File: src/lcv_pkg.sv
/*
 * Shared constants for the loop compensation and regulator select bank:
 * command codes, field positions, reset values, state encoding, timing.
 * Assumes a 100 MHz system clock and a byte-level PMBus link layer.
 */
package lcv_pkg;
    // ------------------------------------------------------------------
    // Command codes
    // ------------------------------------------------------------------
    localparam logic [7:0] CMD_COMP = 8'hB1;
    localparam logic [7:0] CMD_REGSEL = 8'hB5;
    localparam logic [7:0] CMD_DEV_ID = 8'hAD;
    localparam logic [7:0] CMD_DEV_REV = 8'hAE;
    localparam logic [7:0] CMD_STORE_ALL = 8'h15;
    localparam logic [7:0] CMD_RESTORE_ALL = 8'h16;

    // ------------------------------------------------------------------
    // Payload sizes and reset values
    // ------------------------------------------------------------------
    localparam logic [2:0] COMP_BYTES = 3'h5;
    localparam logic [2:0] REGSEL_BYTES = 3'h1;
    localparam logic [2:0] IDX_SAT = 3'h7;
    localparam logic [39:0] COMP_RESET = 40'h00_0000_0000;
    localparam logic [3:0] REGSEL_RESET = 4'h0;
    localparam logic [3:0] REGSEL_LOW_NIBBLE = 4'h0;
    localparam logic [3:0] REG_CODE_MIN = 4'h3;
    localparam logic [3:0] REG_CODE_MAX = 4'hA;

    // ------------------------------------------------------------------
    // Compensation word field positions (low bit of each field)
    // ------------------------------------------------------------------
    localparam int CUR_TRANSCOND_LSB = 0;
    localparam int VOLT_TRANSCOND_LSB = 4;
    localparam int VOLT_INTEG_HI_LSB = 8;
    localparam int VOLT_GAIN_RES_LSB = 10;
    localparam int VOLT_FILTER_CAP_LSB = 17;
    localparam int VOLT_INTEG_LO_LSB = 22;
    localparam int CUR_INTEG_HI_LSB = 24;
    localparam int CUR_GAIN_RES_LSB = 26;
    localparam int CUR_DOUBLER_BIT = 32;
    localparam int CUR_FILTER_CAP_LSB = 33;
    localparam int CUR_INTEG_LO_LSB = 38;
    localparam int REGSEL_CODE_LSB = 4;

    // ------------------------------------------------------------------
    // Timing: longest transaction time
    // ------------------------------------------------------------------
    localparam int CLK_MHZ = 100;
    localparam int MAX_XFER_US = 1000;
    localparam int MAX_XFER_CYCLES = MAX_XFER_US * CLK_MHZ;
    localparam int TCNT_W = 17;

    typedef enum logic [1:0] {
        XF_IDLE = 2'b00,
        XF_ACTIVE = 2'b01,
        XF_ABORT = 2'b10
    } lcv_xfer_e;
endpackage : lcv_pkg

File: src/lcv_comp_fields.sv
/*
 * Splits the applied compensation word into the analogue selection codes
 * and range-checks the regulator select code.
 * Assumes its inputs come from flip-flops in the same clock domain.
 */
`timescale 1ns/1ns
module lcv_comp_fields
    import lcv_pkg::*;
(
    input wire logic [39:0] comp_word,
    input wire logic [3:0] reg_code,
    output logic [3:0] cur_integ_cap_code,
    output logic cur_integ_cap_doubler,
    output logic [4:0] cur_filter_cap_code,
    output logic [5:0] cur_gain_res_code,
    output logic [3:0] volt_integ_cap_code,
    output logic [4:0] volt_filter_cap_code,
    output logic [5:0] volt_gain_res_code,
    output logic [1:0] volt_transcond_code,
    output logic [1:0] cur_transcond_code,
    output logic reg_code_ok
);
    // ------------------------------------------------------------------
    // Field split
    // ------------------------------------------------------------------
    // Current integrator code halves
    assign cur_integ_cap_code = {comp_word[CUR_INTEG_HI_LSB +: 2],
                                 comp_word[CUR_INTEG_LO_LSB +: 2]};
    assign cur_integ_cap_doubler = comp_word[CUR_DOUBLER_BIT];
    assign cur_filter_cap_code = comp_word[CUR_FILTER_CAP_LSB +: 5];
    assign cur_gain_res_code = comp_word[CUR_GAIN_RES_LSB +: 6];
    assign volt_integ_cap_code = {comp_word[VOLT_INTEG_HI_LSB +: 2],
                                  comp_word[VOLT_INTEG_LO_LSB +: 2]};
    assign volt_filter_cap_code = comp_word[VOLT_FILTER_CAP_LSB +: 5];
    assign volt_gain_res_code = comp_word[VOLT_GAIN_RES_LSB +: 6];
    assign volt_transcond_code = comp_word[VOLT_TRANSCOND_LSB +: 2];
    assign cur_transcond_code = comp_word[CUR_TRANSCOND_LSB +: 2];
    assign reg_code_ok = (reg_code >= REG_CODE_MIN) &&
                         (reg_code <= REG_CODE_MAX);
endmodule : lcv_comp_fields

File: src/lcv_bank.sv
/*
 * Compensation word and regulator select register bank behind PMBus
 * block read and block write commands.
 * Assumes a byte-level link layer on the same clock that marks the
 * command code, each written byte, each read byte request and the stop.
 */
// Operation
// - Compensation payload five bytes, block read/write
// - Apply now if off, else store only
// - Current integrator code from 25:24, 39:38
// - Bit 32 doubles current integrator cap
// - Bits 37:33 current filter cap code
// - Bits 31:26 current gain resistor code
// - Voltage integrator code from 9:8, 23:22
// - Bits 21:17 voltage filter cap code
// - Bits 15:10 voltage gain resistor code
// - Bits 5:4 voltage transconductance code
// - Bits 1:0 current transconductance code
// - Regulator payload one byte, block transfers
// - Regulator setting applies on the fly
// - Low nibble reads as zero
// - Defaults from memory or straps; regulator memory
// - Write to read-only command flags fault
`timescale 1ns/1ns
module lcv_bank
    import lcv_pkg::*;
#(
    parameter int XFER_LIMIT_CYCLES = MAX_XFER_CYCLES
) (
    input wire logic CLK,
    input wire logic RST_B,
    input wire logic CMD_START,
    input wire logic [7:0] CMD_CODE,
    input wire logic WR_BYTE_VALID,
    input wire logic [7:0] WR_BYTE,
    input wire logic RD_BYTE_REQ,
    input wire logic XFER_END,
    output logic [7:0] RD_BYTE,
    output logic RD_BYTE_VALID,
    input wire logic CONV_ENABLE,
    input wire logic DEFAULT_LOAD,
    input wire logic COMP_USE_STRAP,
    input wire logic [39:0] NVM_COMP,
    input wire logic [39:0] STRAP_COMP,
    input wire logic [7:0] NVM_REGSEL,
    input wire logic CLEAR_FAULTS,
    output logic BAD_COMMAND_FLAG,
    output logic HOST_ALERT_B,
    output logic COMP_PENDING,
    output logic [3:0] CUR_INTEG_CAP_CODE,
    output logic CUR_INTEG_CAP_DOUBLER,
    output logic [4:0] CUR_FILTER_CAP_CODE,
    output logic [5:0] CUR_GAIN_RES_CODE,
    output logic [3:0] VOLT_INTEG_CAP_CODE,
    output logic [4:0] VOLT_FILTER_CAP_CODE,
    output logic [5:0] VOLT_GAIN_RES_CODE,
    output logic [1:0] VOLT_TRANSCOND_CODE,
    output logic [1:0] CUR_TRANSCOND_CODE,
    output logic [3:0] REGULATOR_TARGET_CODE,
    output logic REGULATOR_CODE_VALID
);
    // ------------------------------------------------------------------
    // Helpers
    // ------------------------------------------------------------------
    function automatic logic is_read_only(input logic [7:0] code);
        is_read_only = (code == CMD_DEV_ID) || (code == CMD_DEV_REV);
    endfunction : is_read_only
    function automatic logic [7:0] pick_byte(input logic [39:0] word,
                                             input logic [2:0] num);
        pick_byte = (num <= 3'h4) ? word[8*num +: 8] : 8'h00;
    endfunction : pick_byte
    // ------------------------------------------------------------------
    // State
    // ------------------------------------------------------------------
    lcv_xfer_e state, next_state;
    logic [7:0] cmd, next_cmd;
    logic [2:0] wr_idx, next_wr_idx;
    logic [2:0] rd_idx, next_rd_idx;
    logic [7:0] wr_count, next_wr_count;
    logic [39:0] wbuf, next_wbuf;
    logic [39:0] comp_store, next_comp_store;
    logic [39:0] comp_applied, next_comp_applied;
    logic pending, next_pending;
    logic [3:0] regsel, next_regsel;
    logic bad_flag, next_bad_flag;
    logic [7:0] rd_byte, next_rd_byte;
    logic rd_valid, next_rd_valid;
    logic rd_data, next_rd_data;
    logic [TCNT_W-1:0] tcnt, next_tcnt;
    logic commit_comp, commit_reg, write_ok;
    logic [2:0] expect_bytes;
    logic [39:0] dflt_comp;
    // ------------------------------------------------------------------
    // Next-state logic
    // ------------------------------------------------------------------
    always_comb begin
        next_state = state;
        next_cmd = cmd;
        next_wr_idx = wr_idx;
        next_rd_idx = rd_idx;
        next_wr_count = wr_count;
        next_wbuf = wbuf;
        next_comp_store = comp_store;
        next_comp_applied = comp_applied;
        next_pending = pending;
        next_regsel = regsel;
        next_bad_flag = bad_flag;
        next_rd_byte = rd_byte;
        next_rd_valid = 1'b0;
        next_rd_data = rd_data;
        next_tcnt = tcnt;
        commit_comp = 1'b0;
        commit_reg = 1'b0;
        expect_bytes = (cmd == CMD_COMP) ? COMP_BYTES : REGSEL_BYTES;
        // Count byte plus exact payload length
        write_ok = (wr_idx != 3'h0) &&
                   (wr_count == {5'h00, expect_bytes}) &&
                   (wr_idx == expect_bytes + 3'h1);
        dflt_comp = COMP_USE_STRAP ? STRAP_COMP : NVM_COMP;
        // Fault clear loses to a new fault
        if (CLEAR_FAULTS) begin
            next_bad_flag = 1'b0;
        end
        case (state)
            XF_IDLE: begin
                if (CMD_START) begin
                    next_state = XF_ACTIVE;
                    next_cmd = CMD_CODE;
                    next_wr_idx = 3'h0;
                    next_rd_idx = 3'h0;
                    next_rd_data = 1'b0;
                    next_tcnt = '0;
                end
            end
            XF_ACTIVE: begin
                next_tcnt = tcnt + 1'b1;
                if (XFER_END) begin
                    next_state = XF_IDLE;
                    commit_comp = write_ok && (cmd == CMD_COMP);
                    commit_reg = write_ok && (cmd == CMD_REGSEL);
                end else if (tcnt == TCNT_W'(XFER_LIMIT_CYCLES - 1)) begin
                    next_state = XF_ABORT;
                end else if (WR_BYTE_VALID) begin
                    if (is_read_only(cmd)) begin
                        next_bad_flag = 1'b1;
                    end
                    if (wr_idx == 3'h0) begin
                        next_wr_count = WR_BYTE;
                    end else if (wr_idx <= COMP_BYTES) begin
                        next_wbuf[8*(wr_idx-3'h1) +: 8] = WR_BYTE;
                    end
                    if (wr_idx != IDX_SAT) begin
                        next_wr_idx = wr_idx + 3'h1;
                    end
                end else if (RD_BYTE_REQ) begin
                    next_rd_valid = 1'b1;
                    next_rd_data = (rd_idx != 3'h0);
                    if (rd_idx != IDX_SAT) begin
                        next_rd_idx = rd_idx + 3'h1;
                    end
                    // Block read: count then bytes, low first
                    if (cmd == CMD_COMP) begin
                        next_rd_byte = (rd_idx == 3'h0) ?
                            {5'h00, COMP_BYTES} :
                            pick_byte(comp_store, rd_idx - 3'h1);
                    end else if (cmd == CMD_REGSEL) begin
                        next_rd_byte = (rd_idx == 3'h0) ?
                            {5'h00, REGSEL_BYTES} :
                            (rd_idx == 3'h1) ?
                            {regsel, REGSEL_LOW_NIBBLE} : 8'h00;
                    end else begin
                        next_rd_byte = 8'h00;
                    end
                end
            end
            XF_ABORT: begin
                if (XFER_END) begin
                    next_state = XF_IDLE;
                end
            end
            default: begin
                next_state = XF_IDLE;
            end
        endcase
        if (DEFAULT_LOAD) begin
            // Defaults reach store and loop together
            next_comp_store = dflt_comp;
            next_comp_applied = dflt_comp;
            next_pending = 1'b0;
            next_regsel = NVM_REGSEL[REGSEL_CODE_LSB +: 4];
        end else begin
            if (commit_comp) begin
                // Store always keeps the written word
                next_comp_store = wbuf;
                // Forward only while conversion is off
                if (CONV_ENABLE) begin
                    next_pending = 1'b1;
                end else begin
                    next_comp_applied = wbuf;
                    next_pending = 1'b0;
                end
            end
            // Regulator code takes effect on the fly
            if (commit_reg) begin
                next_regsel = wbuf[REGSEL_CODE_LSB +: 4];
            end
        end
    end
    // ------------------------------------------------------------------
    // Registers
    // ------------------------------------------------------------------
    always_ff @(posedge CLK) begin
        if (!RST_B) begin
            state <= XF_IDLE;
            cmd <= 8'h00;
            wr_idx <= 3'h0;
            rd_idx <= 3'h0;
            wr_count <= 8'h00;
            wbuf <= COMP_RESET;
            comp_store <= COMP_RESET;
            comp_applied <= COMP_RESET;
            pending <= 1'b0;
            regsel <= REGSEL_RESET;
            bad_flag <= 1'b0;
            rd_byte <= 8'h00;
            rd_valid <= 1'b0;
            rd_data <= 1'b0;
            tcnt <= '0;
        end else begin
            state <= next_state;
            cmd <= next_cmd;
            wr_idx <= next_wr_idx;
            rd_idx <= next_rd_idx;
            wr_count <= next_wr_count;
            wbuf <= next_wbuf;
            comp_store <= next_comp_store;
            comp_applied <= next_comp_applied;
            pending <= next_pending;
            regsel <= next_regsel;
            bad_flag <= next_bad_flag;
            rd_byte <= next_rd_byte;
            rd_valid <= next_rd_valid;
            rd_data <= next_rd_data;
            tcnt <= next_tcnt;
        end
    end
    assign RD_BYTE = rd_byte;
    assign RD_BYTE_VALID = rd_valid;
    assign BAD_COMMAND_FLAG = bad_flag;
    assign HOST_ALERT_B = ~bad_flag;
    assign COMP_PENDING = pending;
    assign REGULATOR_TARGET_CODE = regsel;
    // ------------------------------------------------------------------
    // Field decode
    // ------------------------------------------------------------------
    lcv_comp_fields lcv_comp_fields_i (
        .comp_word(comp_applied),
        .reg_code(regsel),
        .cur_integ_cap_code(CUR_INTEG_CAP_CODE),
        .cur_integ_cap_doubler(CUR_INTEG_CAP_DOUBLER),
        .cur_filter_cap_code(CUR_FILTER_CAP_CODE),
        .cur_gain_res_code(CUR_GAIN_RES_CODE),
        .volt_integ_cap_code(VOLT_INTEG_CAP_CODE),
        .volt_filter_cap_code(VOLT_FILTER_CAP_CODE),
        .volt_gain_res_code(VOLT_GAIN_RES_CODE),
        .volt_transcond_code(VOLT_TRANSCOND_CODE),
        .cur_transcond_code(CUR_TRANSCOND_CODE),
        .reg_code_ok(REGULATOR_CODE_VALID)
    );
endmodule : lcv_bank

File: config.mk
export PLATFORM = sky130hd
export DESIGN_NAME = lcv_bank
export DESIGN_NICKNAME = d
export VERILOG_FILES = /design/src/lcv_pkg.sv /design/src/lcv_comp_fields.sv /design/src/lcv_bank.sv
export SDC_FILE = /design/constraint.sdc
export NUM_CORES = 1
export LEC_CHECK = 0
export BUFFER_PORTS_ARGS = -buffer_cell sky130_fd_sc_hd__buf_4
export CORE_MARGIN = 5
export CORE_UTILIZATION = 35
export DETAILED_ROUTE_END_ITERATION = 8
export PLACE_DENSITY = 0.57
export SLEW_MARGIN = 20
export SYNTH_ARGS = -nofsm -noshare
export SYNTH_HDL_FRONTEND = slang
export SYNTH_SLANG_ARGS = --single-unit
File: constraint.sdc
create_clock -name CLK -period 4.3 [get_ports CLK]
set_input_delay 0.86 -clock CLK [delete_from_list [all_inputs] [get_ports CLK]]
set_output_delay 0.86 -clock CLK [all_outputs]
set_load 0.02 [all_outputs]
# After elaboration in Yosys (flattened, before gate mapping)
# Cells that the tools add are included.
# op_classes
bitwise_logic	7
n_shift	3
add_sub_neg	7
div_mod_pow	0
n_lt_le_gt_ge	4
muxes	47
n_mul	0
reduce_logical	24
n_eq_ne	23
# ops
operator	count
$mux W40	6
$mux W8	6
$bwmux W40	1
$shift A8 B34 Y40 const A	1
$shiftx A40 B7 Y8	1
$shiftx A8 B34 Y40	1
$neg A32 Y34	1
$pmux W17 S2	1
$mux W3	11
$eq A8 B8 Y1 const B	4
$ne A2 B2 Y1 const B	9
$add A17 B1 Y17 const B	1
$eq A17 B17 Y1 const B	1
$mux W17	1
$mux W1	12
$pmux W3 S2	2
$reduce_and A6 Y1	2
$reduce_and A5 Y1	2
$add A3 B1 Y3 const B	3
$ne A3 B3 Y1 const B	3
$eq A8 B3 Y1	1
$mux W2	4
$mux W4	2
$not A1 Y1	7
22 further kinds	32
# word_totals
latch_bits	0
rom_bits	0
input_bits	114
reg_bits	176
ramBits	0
mem_count	0

# Depth between registers and ports, before layout
# Gate-level depths: netlist of the first run.
# depth
depth_word	10
depth_mapped	12
mapped_depth_nobuf	10

# Hierarchy
# A second synthesis of the first run with hierarchy kept.
# unflattened
cells_unflattened	1072
hier_area_um2	8739.6
# by_module_without_submodules
module	seq_area_each_um2	cells_each	n_inst	area_each_um2
lcv_bank	3523.4	1035	1	8459.4
lcv_comp_fields	0.0	37	1	280.3

# Least setup slack after synthesis of the first run
# OpenSTA, ideal clock, no wires.
# synth_timing
path_type	register to register
start	register wr_idx[0]
end	register wbuf[0]
path_stages_with_launch	12
setup_time_ps	153
required_ps	4147
path_slack_ps	1049
t_arrival_ps	3098
n_path_buf	1
path_cell_list	dfxtp_1 -> clkbuf_1 -> inv_1 -> ha_1 -> xnor2_1 -> and3_1 -> inv_1 -> ha_1 -> or4b_1 -> nor3_1 -> o2111ai_1 -> mux2i_1
# synth_via
elab_chain_cells	4
elab_cells_between_ends	9
classes_between	add/sub: 2; order compare: 1; shift: 2; mux: 1; bitwise: 1; reduce/logical: 2
# synth_rtl
element	line	source
from (decl)	lcv_bank.sv:77	logic [2:0] wr_idx, next_wr_idx;
from (signal assigned)	lcv_bank.sv:232	wr_idx <= next_wr_idx;
$sub A3 B1 Y4	lcv_bank.sv:150	next_wbuf[8*(wr_idx-3'h1) +: 8] = WR_BYTE;
$neg A32 Y34	lcv_bank.sv:150	
$shiftx A8 B34 Y40 or $shift A8 B34 Y40 (tied branches)	lcv_bank.sv:150	
$bwmux W40	lcv_bank.sv:150	
to (signal assigned)	lcv_bank.sv:235	wbuf <= next_wbuf;
to (decl)	lcv_bank.sv:80	logic [39:0] wbuf, next_wbuf;
# Several ways; a longest one is shown, not always the timed one.
# A chain may end at the register's enable or synchronous reset.

# Worst setup path in the final report of the first run
# layout_timing
start	register wr_idx[0]
end	register wbuf[35]
# The elaborated chain is that of the path after synthesis.

==> impl_metrics.env, run 1 <==
export IMPL_initial_core_util=0.357
export IMPL_syn_num_nets=1084
export IMPL_globalplace_congestion=0.805
export IMPL_route_detailed_drc=0
export IMPL_finClkSkew_ns=0.00877
export IMPL_cap_viol_max_count=0
export IMPL_syn_avg_cell_area_um2=8.88
export IMPL_grt_pass1_vias=6765
export IMPL_irDropWorstVdd_v=0.000218
export IMPL_grt_setup_unrepaired="no"
export IMPL_io_pins=166
export IMPL_clock_sinks=171
export IMPL_synth_flop_cell="dfxtp_1"
export IMPL_power_w=0.00363
export IMPL_cts_max_level=4
export IMPL_p_clk_frac=0.426
export IMPL_fmax_ghz=0.274
export IMPL_via_per_inst=5.10
export IMPL_max_slew_worst_pin_slew_ns=1.02
export IMPL_pwr_share_comb=0.113
export IMPL_setup_viol=0
export IMPL_design_area_um2=10500
export IMPL_holdBufCountCts=0
export IMPL_power_leakage_nw=4.33
export IMPL_core_um2=23600
export IMPL_die_height_um=165
export IMPL_seq_area_um2=3420
export IMPL_worstPathMaxFanout=14
export IMPL_ys_warn_count=0
export IMPL_postRouteAntennaNets=0
export IMPL_ys_seq_elements=171
export IMPL_synth_top_area_cell="dfxtp_1"
export IMPL_antenna_found_initial=0
export IMPL_async_flop_share=0
export IMPL_cts_inserted_buffers=17
export IMPL_slew_headroom=0.318
export IMPL_synth_edf_count=0
export IMPL_synth_area_um2=8440
export IMPL_cts_resized_gates=0
export IMPL_cts_buffer_depth=2
export IMPL_power_per_cell_area_nw_per_um2=347
export IMPL_status="finished, final reports clean"
export IMPL_cp_required_ns=4.60
export IMPL_hold_viol=0
export IMPL_synth_top_area_share=0.406
export IMPL_holdPathStages=2
export IMPL_die_width_um=165
export IMPL_io_buffer_count=161
export IMPL_hpwlAfterDp_um=17600
export IMPL_tns_ns=0
export IMPL_num_antenna_cells=0
export IMPL_placed_cell_area_um2=9860
export IMPL_grt_start_max_net_pins=218
export IMPL_ys_top_cells_by_area="dfxtp_1 41%, mux2i_1 14%, nand2_1 7.7%"
export IMPL_r2r_start="wr_idx[0]"
export IMPL_vias=7139
export IMPL_p_sw_w=0.00103
export IMPL_track_usage=0.177
export IMPL_rrSetupSlack_ns=0.65
export IMPL_grt_ovfl_total=0
export IMPL_root_buffer="clkbuf_16"
export IMPL_seqPwrFrac=0.460
export IMPL_worst_r2r_endpoint="wbuf[35]"
export IMPL_sw_frac_of_total=0.283
export IMPL_start_kind="flop"
export IMPL_grt_pass1_wl_um=37700
export IMPL_maxSlewViolCount=0
export IMPL_fin_nets=1203
export IMPL_fin_util=0.443
export IMPL_dr_pass1_iters=4
export IMPL_hold_ws_ns=0.456
export IMPL_post_drt_wl_per_cell_um=17.5
export IMPL_end_kind="flop"
export IMPL_reg2reg_depth=10
export IMPL_clk_pin_slew_ns=0.08
export IMPL_post_cts_buffers=0
export IMPL_hold_end="wbuf[22]"
export IMPL_num_rows=56
export IMPL_area_growth_pct=24.1
export IMPL_min_path_type="flop to flop"
export IMPL_postSynthCellCount=950
export IMPL_p_int_w=0.00260
export IMPL_finalCriticalPeriod_ns=3.65
export IMPL_synthDistinctLibCells=60
export IMPL_totalWireLength_um=24500
export IMPL_clk_latency_ns=0.44
export IMPL_multi_input_area_um2=4680
export IMPL_cts_tree="yes"
export IMPL_drive_above_1_share=0.212
export IMPL_holdCritStartpoint="wbuf[22]"
export IMPL_critPathKind="flop to flop"
export IMPL_dieArea_um2=27300
export IMPL_fin_crit_sh=0.849
export IMPL_worstPathArrival_ns=3.95
export IMPL_ys_seq_area_frac=0.406
export IMPL_fillers=2383
export IMPL_drtIter0Drc=482
## cell type report
| class | instances | share of cell area |
|---|---|---|
| inverters | 12 | 0.00430 |
| flip-flops and latches | 171 | 0.327 |
| well taps | 319 | 0.0381 |
| clock inverters | 15 | 0.0165 |
| clock buffers | 17 | 0.0406 |
| multi-input cells | 693 | 0.447 |
| repair buffers | 174 | 0.126 |
## cell families (layout without fill, tap and decap cells)
kind of cell,after synthesis,count (layout),synth area share
muxes,130,130,0.166
adders and majority gates,20,20,0.0297
buffers and inverters,86,218,0.0427
xor gates and xnor gates,5,5,0.00682
DFF,171,171,0.406
AOI/OAI and AO/OA,176,176,0.132
and+or+nand+nor,362,362,0.218
## synthesized netlist by cell type, types with 3 or more instances
library cell	number
and3_1	7
o21ai_1	8
o211ai_1	37
nor2b_1	18
nand2_1	174
ha_1	20
nor4bb_1	3
dfxtp_1	171
inv_1	12
nor3_1	7
mux2i_1	117
xnor2_1	4
and3b_1	3
nand4_1	23
nor3b_1	7
nand2b_1	6
o21ai_0	69
buf_2	3
a21boi_0	12
a22o_1	6
clkbuf_1	56
and4_1	3
mux4_2	7
a31oi_1	3
nor4b_1	5
mux2_2	5
nor2_1	16
buf_1	10
nand3_1	56
a221o_1	4
nand4b_1	5
and2_1	11
buf_6	4
nand3b_1	8
a21oi_1	21
## sequential cells by signal, summed over array words and instances (netlist names)
name	flops
tcnt	17
wbuf	40
RD_BYTE	8
cmd	8
REGULATOR_TARGET_CODE	4
wr_count	8
BAD_COMMAND_FLAG	1
RD_BYTE_VALID	1
COMP_PENDING	1
rd_idx	3
state	2
comp_applied	35
wr_idx	3
comp_store	40
## cells in the final DEF, fill, tap and decap left out, types with 5 or more instances in the layout
cell | netlist | final
nor2_1 | 16 | 16
and3_1 | 7 | 7
o21ai_1 | 8 | 8
a21oi_1 | 21 | 21
and2_1 | 11 | 11
nor3b_1 | 7 | 7
a22o_1 | 6 | 6
nand4_1 | 23 | 23
buf_4 | 1 | 172
clkbuf_16 | 0 | 17
dfxtp_1 | 171 | 171
nand3_1 | 56 | 56
mux2_2 | 5 | 5
a21boi_0 | 12 | 12
ha_1 | 20 | 20
nand4b_1 | 5 | 5
mux2i_1 | 117 | 117
nand2_1 | 174 | 174
o211ai_1 | 37 | 37
inv_8 | 0 | 5
nor2b_1 | 18 | 18
mux4_2 | 7 | 7
inv_1 | 12 | 12
nand2b_1 | 6 | 6
nor3_1 | 7 | 7
o21ai_0 | 69 | 69
nand3b_1 | 8 | 8
## critical path: stages (launching register included)
cell and delay [ns]:
dfxtp_1 0.64, inv_1 0.21, ha_1 0.28, xnor2_1 0.23, and3_1 0.23, inv_1 0.06, ha_1 0.29, or4b_1 0.50
nor3_1 0.26, nand3_1 0.54, mux2i_1 0.26
## power groups by stage
stage          sequential [W]  clock (W)  combinational [W]
2_1_floorplan         0.00172          0           0.000212
3_3_place_gp          0.00171          0           0.000412
3_5_place_dp          0.00171          0           0.000415
4_1_cts               0.00167    0.00158           0.000416
5_1_grt               0.00168    0.00165           0.000449
6_report              0.00167    0.00155           0.000412
## routing by layer
| metal | global-route usage | part of all wire |
|---|---|---|
| met3 | 0.0335 | 0.036 |
| met4 | 0.0389 | 0.0089 |
| met2 | 0.291 | 0.48 |
| met1 | 0.244 | 0.48 |
| met5 | 0 | 0 |
## metrics by stage
step                      setup slack (ns)  cells
after CTS                            0.711   1401
after floorplan                       1.05    950
after global placement               0.811   1369
after global routing                 0.397   1401
final                                0.651   1401
after detailed placement             0.743   1369
## how the worst max path moves through the flow
stage / startpoint / to / slack [ns] / cells after the start
finish: wr_idx[0] / wbuf[35] / 0.65 / 10
global route: wr_idx[0] / wbuf[32] / 0.40 / 10
CTS: wr_idx[0] / wbuf[35] / 0.71 / 10
detailed placement: wr_idx[0] / wbuf[35] / 0.74 / 10
global placement: wr_idx[0] / wbuf[38] / 0.81 / 10
floorplan: wr_idx[0] / wbuf[0] / 1.05 / 11
(Power assumes the default switching activity.)
==> run 2, diff against run 1 <==
--- a/config.mk
+++ b/config.mk
@@ -5,11 +5,12 @@
 export SDC_FILE = /design/constraint.sdc
 export NUM_CORES = 1
 export LEC_CHECK = 0
+export ABC_AREA = 1
 export BUFFER_PORTS_ARGS = -buffer_cell sky130_fd_sc_hd__buf_4
 export CORE_MARGIN = 5
 export CORE_UTILIZATION = 35
 export DETAILED_ROUTE_END_ITERATION = 8
-export PLACE_DENSITY = 0.57
+export PLACE_DENSITY = 0.58
 export SLEW_MARGIN = 20
 export SYNTH_ARGS = -nofsm -noshare
 export SYNTH_HDL_FRONTEND = slang
==> constraint.sdc (replaced) <==
create_clock -name CLK -period 3.07 [get_ports CLK]
set_input_delay 0.614 -clock CLK [delete_from_list [all_inputs] [get_ports CLK]]
set_output_delay 0.614 -clock CLK [all_outputs]
set_load 0.02 [all_outputs]
==> run 2 against run 1 <==
  * Sequential share of layout area decreased by 2.5 points
  * Critical path depth did not move
  * Wire length increased by 27%
  * Via count grew 35%
  * Worst hold slack worse by 0.016 ns
  * Critical path type unchanged
==> impl_metrics.env, run 2 <==
export IMPL_hold_viol=0
export IMPL_clock_sinks=171
export IMPL_dr_wl_met3_um=1540
export IMPL_synth_top_area_share=0.367
export IMPL_ys_seq_elements=171
export IMPL_synth_flop_cell="dfxtp_1"
export IMPL_dieArea_um2=30000
export IMPL_route_detailed_drc=0
export IMPL_vias=9627
export IMPL_fin_crit_sh=0.906
export IMPL_num_antenna_cells=0
export IMPL_reg2reg_depth=10
export IMPL_syn_avg_cell_area_um2=6.51
export IMPL_hold_end="cmd[0]"
export IMPL_root_buffer="clkbuf_16"
export IMPL_drive_above_1_share=0.161
export IMPL_power_per_cell_area_nw_per_um2=479
export IMPL_worst_r2r_endpoint="comp_store[11]"
export IMPL_clk_latency_ns=0.43
export IMPL_cp_cell_sequence="inv_1 -> ha_1 -> nand2_4 -> nand4_1 -> nor2_1 -> nand3_2 -> nand2_4 -> inv_2 -> nor2_1 -> nor2_1"
export IMPL_cap_viol_max_count=0
export IMPL_totalWireLength_um=31100
export IMPL_drtIter0Drc=752
export IMPL_seqPwrFrac=0.436
export IMPL_die_height_um=173
export IMPL_crit_slowest_cell="dfxtp_1"
export IMPL_most_common_layout_cells="319 x nor2_1, 231 x nand2_1, 184 x buf_4, 171 x dfxtp_1"
export IMPL_p_int_w=0.00381
export IMPL_grt_pass1_wl_um=49100
export IMPL_met1_length_um=14900
export IMPL_final_common_cell="nor2_1"
export IMPL_track_usage=0.203
export IMPL_status="finished, final reports clean"
export IMPL_path_common_cell="nor2_1"
export IMPL_largest_registers="comp_store x40, wbuf x40, comp_applied x35"
export IMPL_holdCritStartpoint="CMD_CODE[0]"
export IMPL_initial_core_util=0.357
export IMPL_p_sw_w=0.00162
export IMPL_path_delay_family="simple AND/OR/NAND/NOR gates"
export IMPL_critical_path_buf_inv_count=2
export IMPL_synth_top_area_cell="dfxtp_1"
export IMPL_cts_tree="yes"
export IMPL_ys_warn_count=0
export IMPL_finClkSkew_ns=0.0115
export IMPL_ys_seq_area_frac=0.367
export IMPL_clk_pin_slew_ns=0.07
export IMPL_seq_area_um2=3420
export IMPL_synthDistinctLibCells=47
export IMPL_dr_pass1_iters=5
export IMPL_tns_ns=0
export IMPL_postRouteAntennaNets=0
export IMPL_grt_ovfl_total=0
export IMPL_holdPathStages=3
export IMPL_io_buffer_count=161
export IMPL_maxSlewViolCount=0
export IMPL_r2r_start="wr_idx[1]"
export IMPL_sw_frac_of_total=0.298
export IMPL_antenna_found_initial=0
export IMPL_syn_num_nets=1566
export IMPL_worstPathMaxFanout=39
export IMPL_start_kind="flop"
export IMPL_hpwlAfterDp_um=22800
export IMPL_fin_nets=1691
export IMPL_finalCriticalPeriod_ns=2.78
export IMPL_worstPathArrival_ns=3.10
export IMPL_core_um2=26100
export IMPL_postSynthCellCount=1432
export IMPL_multi_input_area_um2=4950
export IMPL_grt_setup_unrepaired="no"
export IMPL_holdBufCountCts=0
export IMPL_maxUsedRoutingLayer="met4"
export IMPL_globalplace_congestion=0.887
export IMPL_slew_headroom=0.521
export IMPL_end_kind="flop"
export IMPL_synth_edf_count=0
export IMPL_yosysMostFrequentCell="nor2_1"
export IMPL_post_cts_buffers=0
export IMPL_cts_max_level=4
export IMPL_io_pins=166
export IMPL_setup_viol=0
export IMPL_routed_wl_met2_um=14300
export IMPL_fmax_ghz=0.360
export IMPL_num_rows=59
export IMPL_cpPeakStageDelay_ns=0.42
export IMPL_cts_inserted_buffers=17
export IMPL_fillers=2848
export IMPL_via_per_inst=5.05
export IMPL_cp_required_ns=3.39
export IMPL_min_path_type="primary input to flop"
export IMPL_ys_top_cells_by_count="319 x nor2_1, 232 x nand2_1, 171 x dfxtp_1, 136 x nand3_1, 136 x o21ai_0"
export IMPL_async_flop_share=0
export IMPL_power_leakage_nw=5.03
export IMPL_area_growth_pct=21.5
export IMPL_cts_buffer_depth=2
export IMPL_synth_area_um2=9320
export IMPL_max_slew_worst_pin_slew_ns=0.718
export IMPL_cts_resized_gates=0
export IMPL_ys_top_cells_by_area="dfxtp_1 37%, nor2_1 13%, nand2_1 9.3%"
export IMPL_die_width_um=173
export IMPL_p_clk_frac=0.395
export IMPL_grt_start_max_net_pins=115
export IMPL_pwr_share_comb=0.169
export IMPL_hold_ws_ns=0.440
export IMPL_critPathKind="flop to flop"
export IMPL_irDropWorstVdd_v=0.000318
export IMPL_rrSetupSlack_ns=0.29
export IMPL_post_drt_wl_per_cell_um=16.3
export IMPL_grt_pass1_vias=8961
[run 2: changes by cell type in the layout (fill, tap and decap cells not counted), moves of 57 or more]
cell	delta
o21ai_0	+67
inv_1	+112
nand2_1	+57
nor2_1	+303
a21oi_1	+65
nand3_1	+80
mux2i_1	-117
[run 2: tightest hold or removal path: stages]
cell	delay, ns
buf_4	0.08
o21ai_0	0.07
nor2_1	0.08
[run 2: kinds of logic (layout without fill, tap and decap cells)]
logic type | after synthesis | after routing | synth area share
AND/OR/NAND/NOR | 745 | 745 | 0.343
adder cells (fa/ha/maj) | 20 | 20 | 0.0268
multiplexers | 1 | 1 | 0.00121
AO/OA/AOI/OAI | 274 | 274 | 0.158
buffers and inverters | 219 | 357 | 0.102
XOR/XNOR | 2 | 2 | 0.00188
flip-flops | 171 | 171 | 0.367
[run 2: area by class of cell]
cell class                 instances  share of cell area
clock buffer                      18              0.0388
tap                              335              0.0370
clock inverter                    14              0.0120
inverter                         138              0.0461
timing repair buffer             187               0.127
multi-input combinational       1042               0.437
sequential                       171               0.302
[run 2: how the worst max path moves through the flow]
stage | slack, ns | cells after the start | end | start
2_1_floorplan | 0.49 | 16 | wbuf[38] | wr_idx[0]
3_3_place_gp | 0.40 | 10 | comp_store[11] | wr_idx[1]
3_5_place_dp | 0.38 | 12 | wbuf[31] | wr_idx[1]
4_1_cts | 0.37 | 12 | wbuf[31] | wr_idx[1]
5_1_grt | 0.02 | 12 | wbuf[31] | wr_idx[1]
6_report | 0.29 | 10 | comp_store[11] | wr_idx[1]
[run 2: power by group through the flow]
stage	clock [W]	sequential [W]	combinational, W
detailed placement	0	0.00241	0.000907
finish	0.00214	0.00237	0.000917
global placement	0	0.00241	0.000902
CTS	0.00219	0.00236	0.000912
global route	0.00228	0.00237	0.00101
floorplan	0	0.00245	0.000493
[run 2: stage by stage]
| stage | area, µm² | setup slack [ns] | std cells | power (W) | utilization |
|---|---|---|---|---|---|
| after floorplan | 9320 | 0.490 | 1432 | 0.00294 | - |
| after global placement | 10800 | 0.400 | 1873 | 0.00331 | 0.412 |
| after detailed placement | 10800 | 0.381 | 1873 | 0.00332 | 0.412 |
| after CTS | 11300 | 0.367 | 1905 | 0.00546 | 0.434 |
| after global routing | 11300 | 0.0189 | 1905 | 0.00566 | 0.434 |
| final | 11300 | 0.289 | 1905 | 0.00543 | 0.434 |
[run 2: per-layer routing]
metal | up-vias | track usage
met5 | - | 0
met4 | 0 | 0.0432
met3 | 22 | 0.0325
met2 | 261 | 0.324
met1 | 4469 | 0.290
li1 | 4875 | -
